<file path="src/hw/pin_mux_pkg.sv">
// Constants shared by the port C/D alternate function mux
package pin_mux_pkg;

  // ****************************************
  // Widths
  // ****************************************
  localparam int unsigned PORT_W     = 8;
  localparam int unsigned RELEASE_W  = 3;

  // ****************************************
  // Address release thresholds, port C bits 7..0
  // ****************************************
  localparam logic [RELEASE_W-1:0] REL_LIMIT_C7 = 3'h1;
  localparam logic [RELEASE_W-1:0] REL_LIMIT_C6 = 3'h2;
  localparam logic [RELEASE_W-1:0] REL_LIMIT_C5 = 3'h3;
  localparam logic [RELEASE_W-1:0] REL_LIMIT_C4 = 3'h4;
  localparam logic [RELEASE_W-1:0] REL_LIMIT_C3 = 3'h5;
  localparam logic [RELEASE_W-1:0] REL_LIMIT_C2 = 3'h6;
  localparam logic [RELEASE_W-1:0] REL_LIMIT_C1 = 3'h7;
  localparam logic [RELEASE_W-1:0] REL_LIMIT_C0 = 3'h7;

  // ****************************************
  // Pin positions
  // ****************************************
  localparam int unsigned PIN_TDI      = 7;
  localparam int unsigned PIN_TDO      = 6;
  localparam int unsigned PIN_TMS      = 5;
  localparam int unsigned PIN_TCK      = 4;
  localparam int unsigned PIN_RD       = 7;
  localparam int unsigned PIN_WR       = 6;
  localparam int unsigned PIN_OSC_OUT  = 5;
  localparam int unsigned PIN_OSC_IN   = 4;
  localparam int unsigned PIN_EXT_INTERRUPT1_IN     = 3;
  localparam int unsigned PIN_EXT_INTERRUPT0_IN     = 2;

  // ****************************************
  // Reset values
  // ****************************************
  localparam logic [PORT_W-1:0] PORT_RST = 8'h00;
  localparam logic [PORT_W-1:0] PIN_SYNC_RST = 8'h00;
  localparam logic [PORT_W-1:0] ALL_ONES = 8'hff;

endpackage : pin_mux_pkg

</file>
<file path="src/hw/pin_override_if.sv">
// Interface bundling the per-pin override enables and values for one port
interface pin_override_if
  import pin_mux_pkg::*;
();
  logic [PORT_W-1:0] pullup_override_enable;
  logic [PORT_W-1:0] pullup_override_value;
  logic [PORT_W-1:0] direction_override_enable;
  logic [PORT_W-1:0] direction_override_value;
  logic [PORT_W-1:0] value_override_enable;
  logic [PORT_W-1:0] value_override_value;
  logic [PORT_W-1:0] input_enable_override_enable;
  logic [PORT_W-1:0] input_enable_override_value;

  modport source (
    output pullup_override_enable, pullup_override_value,
    output direction_override_enable, direction_override_value,
    output value_override_enable, value_override_value,
    output input_enable_override_enable, input_enable_override_value
  );
  modport sink (
    input pullup_override_enable, pullup_override_value,
    input direction_override_enable, direction_override_value,
    input value_override_enable, value_override_value,
    input input_enable_override_enable, input_enable_override_value
  );
endinterface : pin_override_if

</file>
<file path="src/hw/port_pin_driver.sv">
// Generic 8-pin port stage: applies overrides and synchronises pin inputs
module port_pin_driver
  import pin_mux_pkg::*;
(
  input  wire logic              clk_i,
  input  wire logic              rst_b_i,
  pin_override_if.sink           ovr,
  input  wire logic [PORT_W-1:0] port_out_i,
  input  wire logic [PORT_W-1:0] port_dir_i,
  input  wire logic [PORT_W-1:0] pullup_req_i,
  input  wire logic [PORT_W-1:0] pin_in_i,
  input  wire logic [PORT_W-1:0] sleep_in_off_i,
  output logic      [PORT_W-1:0] pin_out_o,
  output logic      [PORT_W-1:0] pin_oe_o,
  output logic      [PORT_W-1:0] pin_pullup_o,
  output logic      [PORT_W-1:0] pin_sync_o
);

  logic [PORT_W-1:0] meta_q;
  logic [PORT_W-1:0] sync_q;
  logic [PORT_W-1:0] in_en;
  logic [PORT_W-1:0] out_d;
  logic [PORT_W-1:0] oe_d;
  logic [PORT_W-1:0] pu_d;

  // ****************************************
  // Override selection
  // ****************************************
  // override replaces register
  always_comb begin
    oe_d  = (ovr.direction_override_enable & ovr.direction_override_value) |
            (~ovr.direction_override_enable & port_dir_i);
    out_d = (ovr.value_override_enable & ovr.value_override_value) |
            (~ovr.value_override_enable & port_out_i);
    pu_d  = (ovr.pullup_override_enable & ovr.pullup_override_value) |
            (~ovr.pullup_override_enable & pullup_req_i & ~oe_d);
    in_en = (ovr.input_enable_override_enable & ovr.input_enable_override_value) |
            (~ovr.input_enable_override_enable & ~sleep_in_off_i);
  end

  // Registered pads cannot glitch on override changes
  always_ff @(posedge clk_i or negedge rst_b_i) begin
    if (!rst_b_i) begin
      pin_out_o    <= PORT_RST;
      pin_oe_o     <= PORT_RST;
      pin_pullup_o <= PORT_RST;
    end else begin
      pin_out_o    <= out_d;
      pin_oe_o     <= oe_d;
      pin_pullup_o <= pu_d;
    end
  end

  // ****************************************
  // Input synchroniser
  // ****************************************
  always_ff @(posedge clk_i or negedge rst_b_i) begin
    if (!rst_b_i) begin
      meta_q <= PIN_SYNC_RST;
      sync_q <= PIN_SYNC_RST;
    end else begin
      meta_q <= pin_in_i;
      sync_q <= meta_q;
    end
  end

  // Disabled inputs read zero, so sleep logic cannot leak a floating pin
  assign pin_sync_o = sync_q & in_en;

endmodule : port_pin_driver

</file>
<file path="src/hw/port_c_d_alt_function_mux.sv">
// Alternate function mux for port C and port D pins
// How it works
// - TAP enabled: port C bit 5 is mode select input only
// - TAP enabled: port C bit 4 is test clock input only
// - Port C 7..4 drive address 15..12 when release setting below 1..4 and TAP disabled
// - Port C 3..0 drive address 11..8 when release setting below 5,6,7,7
// - Port C input forced on by group and pin mask, or TAP for 7..4
// - Synchronised port C pin n goes to pin-change input n
// - Port D bit 7 carries memory read strobe when memory enabled
// - Port D bit 6 carries memory write strobe when memory enabled
// - Timer 2 async: port D bit 5 becomes oscillator output
// - Timer 2 async: port D bit 4 becomes oscillator input
// - Port D bit 5 outputs timer 1 compare A when direction set
// - Port D bit 4 clock of USART0: direction picks drive or receive
// - Port D bit 4 outputs timer 3 compare A; USART0 clock wins
// - Port D bit 3 feeds external interrupt 1
// - Port D bit 3 feeds timer 3 capture
// - Port D bit 2 feeds external interrupt 0
// - Port D bit 2 clock of USART1: direction picks output or input
// - TAP enabled: port C bit 6 drives serial test data out while shifting
// - TAP enabled: pull-ups on data in, mode select, clock stay on
module port_c_d_alt_function_mux
  import pin_mux_pkg::*;
(
  input  wire logic                 clk_i,
  input  wire logic                 rst_b_i,
  // Configuration
  input  wire logic                 ext_memory_enable_i,
  input  wire logic [RELEASE_W-1:0] address_release_setting_i,
  input  wire logic                 test_port_enable_i,
  input  wire logic                 pin_change_group_enable_i,
  input  wire logic [PORT_W-1:0]    pin_change_mask_i,
  input  wire logic                 timer2_async_select_i,
  input  wire logic                 pullup_disable_i,
  // General port registers
  input  wire logic [PORT_W-1:0]    portc_out_i,
  input  wire logic [PORT_W-1:0]    portc_dir_i,
  input  wire logic [PORT_W-1:0]    portd_out_i,
  input  wire logic [PORT_W-1:0]    portd_dir_i,
  input  wire logic [PORT_W-1:0]    sleep_in_off_i,
  // Peripheral sources
  input  wire logic [PORT_W-1:0]    ext_address_high_i,
  input  wire logic                 ext_read_strobe_i,
  input  wire logic                 ext_write_strobe_i,
  input  wire logic                 test_data_out_i,
  input  wire logic                 test_shift_active_i,
  input  wire logic                 timer1_compare_a_enable_i,
  input  wire logic                 timer1_compare_a_out_i,
  input  wire logic                 timer3_compare_a_enable_i,
  input  wire logic                 timer3_compare_a_out_i,
  input  wire logic                 usart0_sync_mode_i,
  input  wire logic                 usart0_ext_clock_i,
  input  wire logic                 usart1_sync_mode_i,
  input  wire logic                 usart1_ext_clock_i,
  input  wire logic                 ext_interrupt0_enable_i,
  input  wire logic                 ext_interrupt1_enable_i,
  // Pins
  input  wire logic [PORT_W-1:0]    portc_pin_i,
  input  wire logic [PORT_W-1:0]    portd_pin_i,
  output logic      [PORT_W-1:0]    portc_pin_o,
  output logic      [PORT_W-1:0]    portc_pin_oe_o,
  output logic      [PORT_W-1:0]    portc_pullup_o,
  output logic      [PORT_W-1:0]    portd_pin_o,
  output logic      [PORT_W-1:0]    portd_pin_oe_o,
  output logic      [PORT_W-1:0]    portd_pullup_o,
  // Outputs to peripherals
  output logic      [PORT_W-1:0]    pin_change_input_o,
  output logic                      test_mode_select_o,
  output logic                      test_clock_o,
  output logic                      test_data_in_o,
  output logic                      timer_osc_attach_o,
  output logic                      usart0_ext_clock_in_o,
  output logic                      usart1_ext_clock_in_o,
  output logic                      ext_interrupt0_in_o,
  output logic                      ext_interrupt1_in_o,
  output logic                      timer3_capture_in_o
);

  pin_override_if ovr_c ();
  pin_override_if ovr_d ();

  logic [PORT_W-1:0] addr_own;
  logic [PORT_W-1:0] sync_c;
  logic [PORT_W-1:0] sync_d;
  logic [PORT_W-1:0] pullup_req_c;
  logic [PORT_W-1:0] pullup_req_d;
  logic              tap;
  logic              usart0_clk_out;
  logic              usart1_clk_out;
  logic              osc_attach_q;

  // Memory owns an address pin while release setting is below its limit
  function automatic logic addr_owned(input logic en, input logic [RELEASE_W-1:0] rel,
                                      input logic [RELEASE_W-1:0] lim);
    addr_owned = en & (rel < lim);
  endfunction

  assign tap = test_port_enable_i;
  assign pullup_req_c = portc_out_i & {PORT_W{~pullup_disable_i}};
  assign pullup_req_d = portd_out_i & {PORT_W{~pullup_disable_i}};

  // ****************************************
  // Port C address ownership
  // ****************************************
  // high address ownership
  always_comb begin
    addr_own[7] = addr_owned(ext_memory_enable_i, address_release_setting_i, REL_LIMIT_C7);
    addr_own[6] = addr_owned(ext_memory_enable_i, address_release_setting_i, REL_LIMIT_C6);
    addr_own[5] = addr_owned(ext_memory_enable_i, address_release_setting_i, REL_LIMIT_C5);
    addr_own[4] = addr_owned(ext_memory_enable_i, address_release_setting_i, REL_LIMIT_C4);
    addr_own[3] = addr_owned(ext_memory_enable_i, address_release_setting_i, REL_LIMIT_C3);
    addr_own[2] = addr_owned(ext_memory_enable_i, address_release_setting_i, REL_LIMIT_C2);
    addr_own[1] = addr_owned(ext_memory_enable_i, address_release_setting_i, REL_LIMIT_C1);
    addr_own[0] = addr_owned(ext_memory_enable_i, address_release_setting_i, REL_LIMIT_C0);
  end

  // ****************************************
  // Port C overrides
  // ****************************************
  always_comb begin
    ovr_c.pullup_override_enable    = addr_own;
    ovr_c.pullup_override_value     = PORT_RST;
    ovr_c.direction_override_enable = addr_own;
    ovr_c.direction_override_value  = addr_own;
    ovr_c.value_override_enable     = addr_own;
    ovr_c.value_override_value      = ext_address_high_i;
    ovr_c.input_enable_override_enable = {PORT_W{pin_change_group_enable_i}} & pin_change_mask_i;
    ovr_c.input_enable_override_value  = ALL_ONES;
    if (tap) begin
      ovr_c.direction_override_enable[PIN_TMS] = 1'b1;
      ovr_c.direction_override_value[PIN_TMS]  = 1'b0;
      ovr_c.direction_override_enable[PIN_TCK] = 1'b1;
      ovr_c.direction_override_value[PIN_TCK]  = 1'b0;
      ovr_c.direction_override_enable[PIN_TDI] = 1'b1;
      ovr_c.direction_override_value[PIN_TDI]  = 1'b0;
      ovr_c.pullup_override_enable[PIN_TDI] = 1'b1;
      ovr_c.pullup_override_value[PIN_TDI]  = 1'b1;
      ovr_c.pullup_override_enable[PIN_TMS] = 1'b1;
      ovr_c.pullup_override_value[PIN_TMS]  = 1'b1;
      ovr_c.pullup_override_enable[PIN_TCK] = 1'b1;
      ovr_c.pullup_override_value[PIN_TCK]  = 1'b1;
      ovr_c.pullup_override_enable[PIN_TDO] = 1'b1;
      ovr_c.pullup_override_value[PIN_TDO]  = 1'b0;
      // test data out, driven while shifting
      ovr_c.direction_override_enable[PIN_TDO] = 1'b1;
      ovr_c.direction_override_value[PIN_TDO]  = test_shift_active_i;
      ovr_c.value_override_enable[PIN_TDO]     = 1'b1;
      ovr_c.value_override_value[PIN_TDO]      = test_data_out_i;
      ovr_c.value_override_enable[PIN_TDI]     = 1'b0;
      ovr_c.value_override_enable[PIN_TMS]     = 1'b0;
      ovr_c.value_override_enable[PIN_TCK]     = 1'b0;
      ovr_c.input_enable_override_enable[PIN_TDI:PIN_TCK] = 4'hf;
    end
  end

  // ****************************************
  // Port D overrides
  // ****************************************
  assign usart0_clk_out = usart0_sync_mode_i & portd_dir_i[PIN_OSC_IN];
  assign usart1_clk_out = usart1_sync_mode_i & portd_dir_i[PIN_EXT_INTERRUPT0_IN];

  always_comb begin
    ovr_d.pullup_override_enable       = PORT_RST;
    ovr_d.pullup_override_value        = PORT_RST;
    ovr_d.direction_override_enable    = PORT_RST;
    ovr_d.direction_override_value     = PORT_RST;
    ovr_d.value_override_enable        = PORT_RST;
    ovr_d.value_override_value         = PORT_RST;
    ovr_d.input_enable_override_enable = PORT_RST;
    ovr_d.input_enable_override_value  = PORT_RST;
    ovr_d.pullup_override_enable[PIN_RD]    = ext_memory_enable_i;
    ovr_d.direction_override_enable[PIN_RD] = ext_memory_enable_i;
    ovr_d.direction_override_value[PIN_RD]  = 1'b1;
    ovr_d.value_override_enable[PIN_RD]     = ext_memory_enable_i;
    ovr_d.value_override_value[PIN_RD]      = ext_read_strobe_i;
    ovr_d.pullup_override_enable[PIN_WR]    = ext_memory_enable_i;
    ovr_d.direction_override_enable[PIN_WR] = ext_memory_enable_i;
    ovr_d.direction_override_value[PIN_WR]  = 1'b1;
    ovr_d.value_override_enable[PIN_WR]     = ext_memory_enable_i;
    ovr_d.value_override_value[PIN_WR]      = ext_write_strobe_i;
    // timer 1 compare A, direction bit gates the pin
    ovr_d.value_override_enable[PIN_OSC_OUT] = timer1_compare_a_enable_i;
    ovr_d.value_override_value[PIN_OSC_OUT]  = timer1_compare_a_out_i;
    ovr_d.value_override_enable[PIN_OSC_IN] = usart0_clk_out | timer3_compare_a_enable_i;
    ovr_d.value_override_value[PIN_OSC_IN]  = usart0_clk_out ? usart0_ext_clock_i
                                                             : timer3_compare_a_out_i;
    ovr_d.value_override_enable[PIN_EXT_INTERRUPT0_IN] = usart1_clk_out;
    ovr_d.value_override_value[PIN_EXT_INTERRUPT0_IN]  = usart1_ext_clock_i;
    ovr_d.input_enable_override_enable[PIN_EXT_INTERRUPT1_IN] = ext_interrupt1_enable_i;
    ovr_d.input_enable_override_value[PIN_EXT_INTERRUPT1_IN]  = 1'b1;
    ovr_d.input_enable_override_enable[PIN_EXT_INTERRUPT0_IN] = ext_interrupt0_enable_i;
    ovr_d.input_enable_override_value[PIN_EXT_INTERRUPT0_IN]  = 1'b1;
    if (timer2_async_select_i) begin
      ovr_d.pullup_override_enable[PIN_OSC_OUT]       = 1'b1;
      ovr_d.direction_override_enable[PIN_OSC_OUT]    = 1'b1;
      ovr_d.input_enable_override_enable[PIN_OSC_OUT] = 1'b1;
      ovr_d.pullup_override_enable[PIN_OSC_IN]        = 1'b1;
      ovr_d.direction_override_enable[PIN_OSC_IN]     = 1'b1;
      ovr_d.input_enable_override_enable[PIN_OSC_IN]  = 1'b1;
    end
  end

  // Flag lags one cycle, in step with the pads
  always_ff @(posedge clk_i or negedge rst_b_i) begin
    if (!rst_b_i) begin
      osc_attach_q <= 1'b0;
    end else begin
      osc_attach_q <= timer2_async_select_i;
    end
  end
  assign timer_osc_attach_o = osc_attach_q;

  // ****************************************
  // Port stages
  // ****************************************
  port_pin_driver u_port_c (
    .clk_i          (clk_i),
    .rst_b_i        (rst_b_i),
    .ovr            (ovr_c.sink),
    .port_out_i     (portc_out_i),
    .port_dir_i     (portc_dir_i),
    .pullup_req_i   (pullup_req_c),
    .pin_in_i       (portc_pin_i),
    .sleep_in_off_i (sleep_in_off_i),
    .pin_out_o      (portc_pin_o),
    .pin_oe_o       (portc_pin_oe_o),
    .pin_pullup_o   (portc_pullup_o),
    .pin_sync_o     (sync_c)
  );

  port_pin_driver u_port_d (
    .clk_i          (clk_i),
    .rst_b_i        (rst_b_i),
    .ovr            (ovr_d.sink),
    .port_out_i     (portd_out_i),
    .port_dir_i     (portd_dir_i),
    .pullup_req_i   (pullup_req_d),
    .pin_in_i       (portd_pin_i),
    .sleep_in_off_i (sleep_in_off_i),
    .pin_out_o      (portd_pin_o),
    .pin_oe_o       (portd_pin_oe_o),
    .pin_pullup_o   (portd_pullup_o),
    .pin_sync_o     (sync_d)
  );

  // ****************************************
  // Inputs to peripherals
  // ****************************************
  // pin-change inputs
  assign pin_change_input_o = sync_c;
  assign test_mode_select_o = tap & sync_c[PIN_TMS];
  // test clock feed; TAP logic samples this as its own clock
  assign test_clock_o       = tap & sync_c[PIN_TCK];
  assign test_data_in_o     = tap & sync_c[PIN_TDI];
  assign usart0_ext_clock_in_o = usart0_sync_mode_i & ~portd_dir_i[PIN_OSC_IN] &
                                 ~timer2_async_select_i & sync_d[PIN_OSC_IN];
  assign usart1_ext_clock_in_o = usart1_sync_mode_i & ~portd_dir_i[PIN_EXT_INTERRUPT0_IN] & sync_d[PIN_EXT_INTERRUPT0_IN];
  assign ext_interrupt0_in_o = sync_d[PIN_EXT_INTERRUPT0_IN];
  assign ext_interrupt1_in_o = sync_d[PIN_EXT_INTERRUPT1_IN];
  assign timer3_capture_in_o = sync_d[PIN_EXT_INTERRUPT1_IN];

endmodule : port_c_d_alt_function_mux

</file>
<file path="config.mk">
export PLATFORM = sky130hd
export DESIGN_NAME = port_c_d_alt_function_mux
export DESIGN_NICKNAME = d
export VERILOG_FILES = /design/src/hw/pin_mux_pkg.sv /design/src/hw/pin_override_if.sv /design/src/hw/port_pin_driver.sv /design/src/hw/port_c_d_alt_function_mux.sv
export SDC_FILE = /design/constraint.sdc
export NUM_CORES = 1
export LEC_CHECK = 0
export ABC_AREA = 1
export BUFFER_PORTS_ARGS = -buffer_cell sky130_fd_sc_hd__buf_2
export CORE_ASPECT_RATIO = 1.2
export CORE_MARGIN = 5
export CORE_UTILIZATION = 42
export DETAILED_ROUTE_END_ITERATION = 16
export HOLD_SLACK_MARGIN = 0.12
export PLACE_DENSITY = 0.86
export SLEW_MARGIN = 20
export SYNTH_ARGS = -nofsm -noshare
export SYNTH_HDL_FRONTEND = slang
export SYNTH_SLANG_ARGS = --single-unit
</file>
<file path="constraint.sdc">
create_clock -name clk_i -period 1.05 [get_ports clk_i]
set_clock_uncertainty 0.15 [all_clocks]
set_input_delay 0.0525 -clock clk_i [delete_from_list [all_inputs] [get_ports clk_i]]
set_output_delay 0.0525 -clock clk_i [all_outputs]
set_load 0.01 [all_outputs]
</file>
## After elaboration in Yosys (flattened, before gate mapping)

Index checks and enable logic that the tools add are counted.

| operators by class | value |
|---|---|
| mux-type cells | 8 |
| magnitude comparators | 7 |
| bitwise logic cells | 57 |

Operators with widths:

| kind | number |
|---|---|
| $and A8 B8 Y8 | 17 |
| $not A8 Y8 | 8 |
| $or A8 B8 Y8 | 6 |
| $mux W4 | 5 |
| $and A1 B1 Y1 | 17 |
| $lt A3 B3 Y1 const B | 4 |
| $and A5 B5 Y5 | 2 |
| $lt A3 B2 Y1 const B | 2 |
| $not A5 Y5 | 1 |
| $or A4 B5 Y5 | 1 |
| $not A1 Y1 | 4 |
| $lt A3 B1 Y1 const B | 1 |
| $mux W1 | 2 |
| $mux W2 | 1 |
| $or A1 B1 Y1 | 1 |

| storage, ports and cells | value |
|---|---|
| output and inout bits | 65 |
| flip-flop bits (word level) | 75 |
| input bits | 96 |
| word-level logic and storage cells | 83 |

## Depth between registers and ports, before layout

| depth | value |
|---|---|
| depth in word-level cells | 9 |
| gate-level depth with buffers | 6 |
| gate-level depth less buffers | 6 |

## By module

Synthesis repeated with hierarchy kept, for this count alone.

| second synthesis, totals | value |
|---|---|
| cell total of the unflattened synthesis | 456 |
| area total of the unflattened synthesis | 3,594.7 um2 |

Modules (own cells, without submodules):

| module | times used | cells each | sequential area each (um2) | area each (um2) |
|---|---|---|---|---|
| port_pin_driver | 2 | 176 | 1,001.0 | 1,571.5 |
| port_c_d_alt_function_mux | 1 | 104 | 25.0 | 451.7 |

## Least setup slack after synthesis

No wires, ideal clock.

| path | value |
|---|---|
| kind | register to output |
| from | register u_port_d.sync_q[3] |
| to | output timer3_capture_in_o |
| path buffers | 1 |
| arrival | 856 ps |
| slack | -8 ps |
| required time | 847 ps |
| cell stages (with the launch flop) | 3 |
| path through | dfrtp_1 -> a21boi_0 -> buf_4 |

| between the ends | value |
|---|---|
| word-level cells in the longest chain between the ends | 1 |

Ends and longest elaborated chain:

| item | line | RTL |
|---|---|---|
| start, declared | port_pin_driver.sv:20 | `logic [PORT_W-1:0] sync_q;` |
| start signal, assigned | port_pin_driver.sv:63 | `sync_q <= meta_q;` |
| $and A5 B5 Y5 | port_pin_driver.sv:68 | `assign pin_sync_o = sync_q & in_en;` |
| end, declared | port_c_d_alt_function_mux.sv:76 | `output logic timer3_capture_in_o` |

Every way passes these cells.

## Final worst setup path

| path | value |
|---|---|
| from | input test_port_enable_i |
| to | register u_port_c.pin_pullup_o[5] |

| between the ends | value |
|---|---|
| word-level cells in the longest chain between the ends | 7 |
| elaborated cells on any way between the ends | 12 |
| those cells by class | mux (3); bitwise (9) |

Ends and longest elaborated chain:

| item | line | RTL |
|---|---|---|
| start, declared | port_c_d_alt_function_mux.sv:30 | `input wire logic test_port_enable_i,` |
| $mux W4 | port_c_d_alt_function_mux.sv:129 | `if (tap) begin` |
| $not A8 Y8 | port_pin_driver.sv:32 | `(~ovr.direction_override_enable & port_dir_i);` |
| $and A8 B8 Y8 | port_pin_driver.sv:32 |  |
| $or A8 B8 Y8 (*) | port_pin_driver.sv:31 | `oe_d = (ovr.direction_override_enable & ovr.direction_override_value) \|` |
| named net u_port_c.oe_d[5] | port_pin_driver.sv:23 | `logic [PORT_W-1:0] oe_d;` |
| $not A8 Y8 (*) | port_pin_driver.sv:36 | `(~ovr.pullup_override_enable & pullup_req_i & ~oe_d);` |
| $and A8 B8 Y8 (*) | port_pin_driver.sv:36 |  |
| $or A8 B8 Y8 (*) | port_pin_driver.sv:35 | `pu_d = (ovr.pullup_override_enable & ovr.pullup_override_value) \|` |
| named net u_port_c.pu_d[5] | port_pin_driver.sv:24 | `logic [PORT_W-1:0] pu_d;` |
| end signal, assigned | port_pin_driver.sv:50 | `pin_pullup_o <= pu_d;` |
| end, declared | port_pin_driver.sv:15 | `output logic [PORT_W-1:0] pin_pullup_o,` |

Mark *: on every way through the listed nets, which the timed path passes. The rest lies on a longest branch.

==> results.sh <==
export IMPL_vias=2479
export IMPL_worst_hold_slack_ns=-0.07195
export IMPL_drive_gt1_frac=0.4351
export IMPL_placement_io_buffers=155
export IMPL_tightest_slew_ns=0.3607
export IMPL_cp_start_kind="primary input"
export IMPL_status="complete, but fails checks"
export IMPL_place_area_um2=3390
export IMPL_nNetsFinal=553
export IMPL_clk_path_buf_depth=2
export IMPL_core_area_um2=5743
export IMPL_r2r_cells=0
export IMPL_synth_top_area_share=0.7072
export IMPL_place_gp_congestion=0.7625
export IMPL_clk_pin_slew_ns=0.07
export IMPL_grt_usage=0.2238
export IMPL_cts_tree="built"
export IMPL_initial_utilization=0.4375
export IMPL_synth_distinct_cells=29
export IMPL_crit_arrival_ns=1.36
export IMPL_dp_final_hpwl_um=5126
export IMPL_num_rows=30
export IMPL_setup_tns_ns=-3.514
export IMPL_r2r_start="u_port_c.meta_q[6]"
export IMPL_violations="negative hold slack, negative setup slack"
export IMPL_yosysMostFrequentCell="dfrtp_1"
export IMPL_wire_per_inst_um=15.60
export IMPL_cts_root_buf="clkbuf_8"
export IMPL_synth_edf_count=0
export IMPL_die_w_um=80.61
export IMPL_htree_levels=3
export IMPL_post_route_period_util=1.236
export IMPL_slew_viol_final=0
export IMPL_ys_seq_area_frac=0.7072
export IMPL_synth_ff_type="dfrtp_1"
export IMPL_setup_ws_ns=-0.2480
export IMPL_drt_iter0_markers=91
export IMPL_grt_ovfl_total=0
export IMPL_r2r_end="u_port_c.sync_q[6]"
export IMPL_dr_pass1_iters=4
export IMPL_critical_path_class="in -> reg"
export IMPL_num_io_pins=161
export IMPL_antenna_left=0
export IMPL_drc=0
export IMPL_syn_avg_cell_area_um2=11.42
export IMPL_syn2layout_area_growth_pct=77.39
export IMPL_hold_viol_final=12
export IMPL_cap_violations=0
export IMPL_power_mw=6.055
export IMPL_synth_common_cells="71 x dfrtp_1, 42 x nand2_1, 21 x inv_1, 13 x nor2_1"
export IMPL_async_flop_share=1.000
export IMPL_crit_path_end_kind="flip-flop"
export IMPL_fin_area_um2=4457
export IMPL_grt_max_degree=72
export IMPL_powerDensity_nw_per_um2=1359
export IMPL_crit_path_end="u_port_c.pin_pullup_o[5]"
export IMPL_dieArea_um2=7635
export IMPL_grt_pass1_wl_um=12740
export IMPL_min_delay_path_class="in -> reg"
export IMPL_rsz0062_at_grt="yes"
export IMPL_synth_net_count=316
export IMPL_first_global_vias=2699
export IMPL_min_period_ns=1.298
export IMPL_ys_seq_elements=71
export IMPL_irDropWorstVdd_mv=1.102
export IMPL_syn_inst=220
export IMPL_cp_required_ns=1.11
export IMPL_syn_area_um2=2512
export IMPL_p_leak_nw=2.367
export IMPL_crit_fanout=9
export IMPL_drt_total_wl_um=8454
export IMPL_maxSlewHeadroom=0.7587
export IMPL_die_h_um=94.73
export IMPL_fmax_mhz=770.4
export IMPL_reg2reg_setup_slack_ns=0.41
export IMPL_via_per_inst=4.574
export IMPL_synth_largest_area_cell="dfrtp_1"
export IMPL_antenna_found_initial=0
export IMPL_setup_violations=31
export IMPL_post_route_util=0.7760
export IMPL_cts_made_buffers=9
export IMPL_cts_num_sinks=71
export IMPL_yosysWarnings=0
export IMPL_critPathLaunch="test_port_enable_i"
export IMPL_clk_insertion_delay_late_ns=0.32
export IMPL_diodes=0
export IMPL_netlist_top_cells_area="dfrtp_1 71%, nand2_1 6.3%, inv_1 3.1%, nor2_1 1.9%, a21oi_1 1.8%"
[cells in the final DEF, fill, tap and decap left out, types with 2 or more instances in the layout]
master,n
clkinv_2,3
inv_2,4
buf_2,138
or2_1,4
o21ai_1,4
nand3_1,9
nor3_1,4
a21boi_2,6
nor2_1,13
clkbuf_8,10
a21boi_1,3
o21ai_0,4
dfrtp_1,71
nand2_2,7
clkbuf_1,2
a21oi_1,9
nand2_1,40
dlygate4sd3_1,71
nand4_1,2
nor3_2,3
buf_4,5
buf_6,16
inv_1,20
[cell families after synthesis]
logic type / Yosys count / synth area share
flip-flops: 71 / 0.7072
AND/OR/NAND/NOR: 90 / 0.1703
AO/OA/AOI/OAI: 28 / 0.06673
buffers and inverters: 31 / 0.05578
[worst min-delay path by stage]
| stage | from | endpoint | slack [ns] | cells past startpoint |
|---|---|---|---|---|
| 2_1_floorplan | rst_b_i | timer_osc_attach_o | -0.39 | 0 |
| 6_report | pullup_disable_i | u_port_c.pin_pullup_o[0] | -0.07 | 2 |
| 3_3_place_gp | rst_b_i | u_port_d.meta_q[4] | -0.06 | 2 |
| 3_5_place_dp | rst_b_i | u_port_d.meta_q[4] | -0.05 | 2 |
| 4_1_cts | usart1_sync_mode_i | u_port_d.pin_out_o[2] | -0.19 | 2 |
| 5_1_grt | pullup_disable_i | u_port_c.pin_pullup_o[0] | -0.08 | 2 |
[flip-flops by register name, indices dropped and copies added, names as in the netlist]
name,cells
timer_osc_attach_o,1
u_port_c.meta_q,8
u_port_c.pin_oe_o,8
u_port_c.pin_out_o,8
u_port_c.pin_pullup_o,8
u_port_c.sync_q,8
u_port_d.meta_q,3
u_port_d.pin_oe_o,8
u_port_d.pin_out_o,8
u_port_d.pin_pullup_o,8
u_port_d.sync_q,3
[routing by layer]
layer | global-route usage | routed length [µm] | vias to the layer above
li1 | - | - | 1164
met1 | 0.2323 | 2764 | 1186
met2 | 0.4088 | 4886 | 111
met3 | 0.07443 | 625 | 18
met4 | 0.09155 | 177 | 0
met5 | 0 | 0 | -
[per-stage QoR]
stage	worst slack [ns]	instances
2_1_floorplan	0.1026	220
3_3_place_gp	0.08793	453
3_5_place_dp	0.02801	453
4_1_cts	-0.2170	539
5_1_grt	-0.3044	542
6_report	-0.2480	542
[power by group]
part / internal [mW] / total, mW / switching, mW / leakage [nW]
combinational: 0.542 / 1.02 / 0.482 / 1.41
clock: 1.15 / 2.10 / 0.943 / 0.100
sequential: 2.89 / 2.94 / 0.0503 / 0.853
total: 4.58 / 6.06 / 1.47 / 2.37
[what timing repair did]
action	CTS	global route
resized for setup	8	27
hold buffers	70	6
endpoints found under the setup margin	24	92
pin swaps	2	3
cloned	0	0
buffers inserted	0	1
hold endpoints to repair	131	33
[worst max-delay path: stages]
cell and delay [ns]:
buf_2 0.11, inv_2 0.05, dlygate4sd3_1 0.76, buf_4 0.20
nand2_2 0.07, nand2_2 0.07, nor2_1 0.05
[layout make-up]
| class | count | area [µm²] |
|---|---|---|
| tap | 80 | 100.1 |
| clock inverter | 4 | 45.04 |
| sequential | 71 | 1777 |
| multi-input combinational | 118 | 639.4 |
| inverter | 25 | 98.84 |
| timing repair buffer | 232 | 1652 |
| clock buffer | 12 | 145.1 |
| fill | 351 | 1286 |
Power figures use the tool's default switching activity.
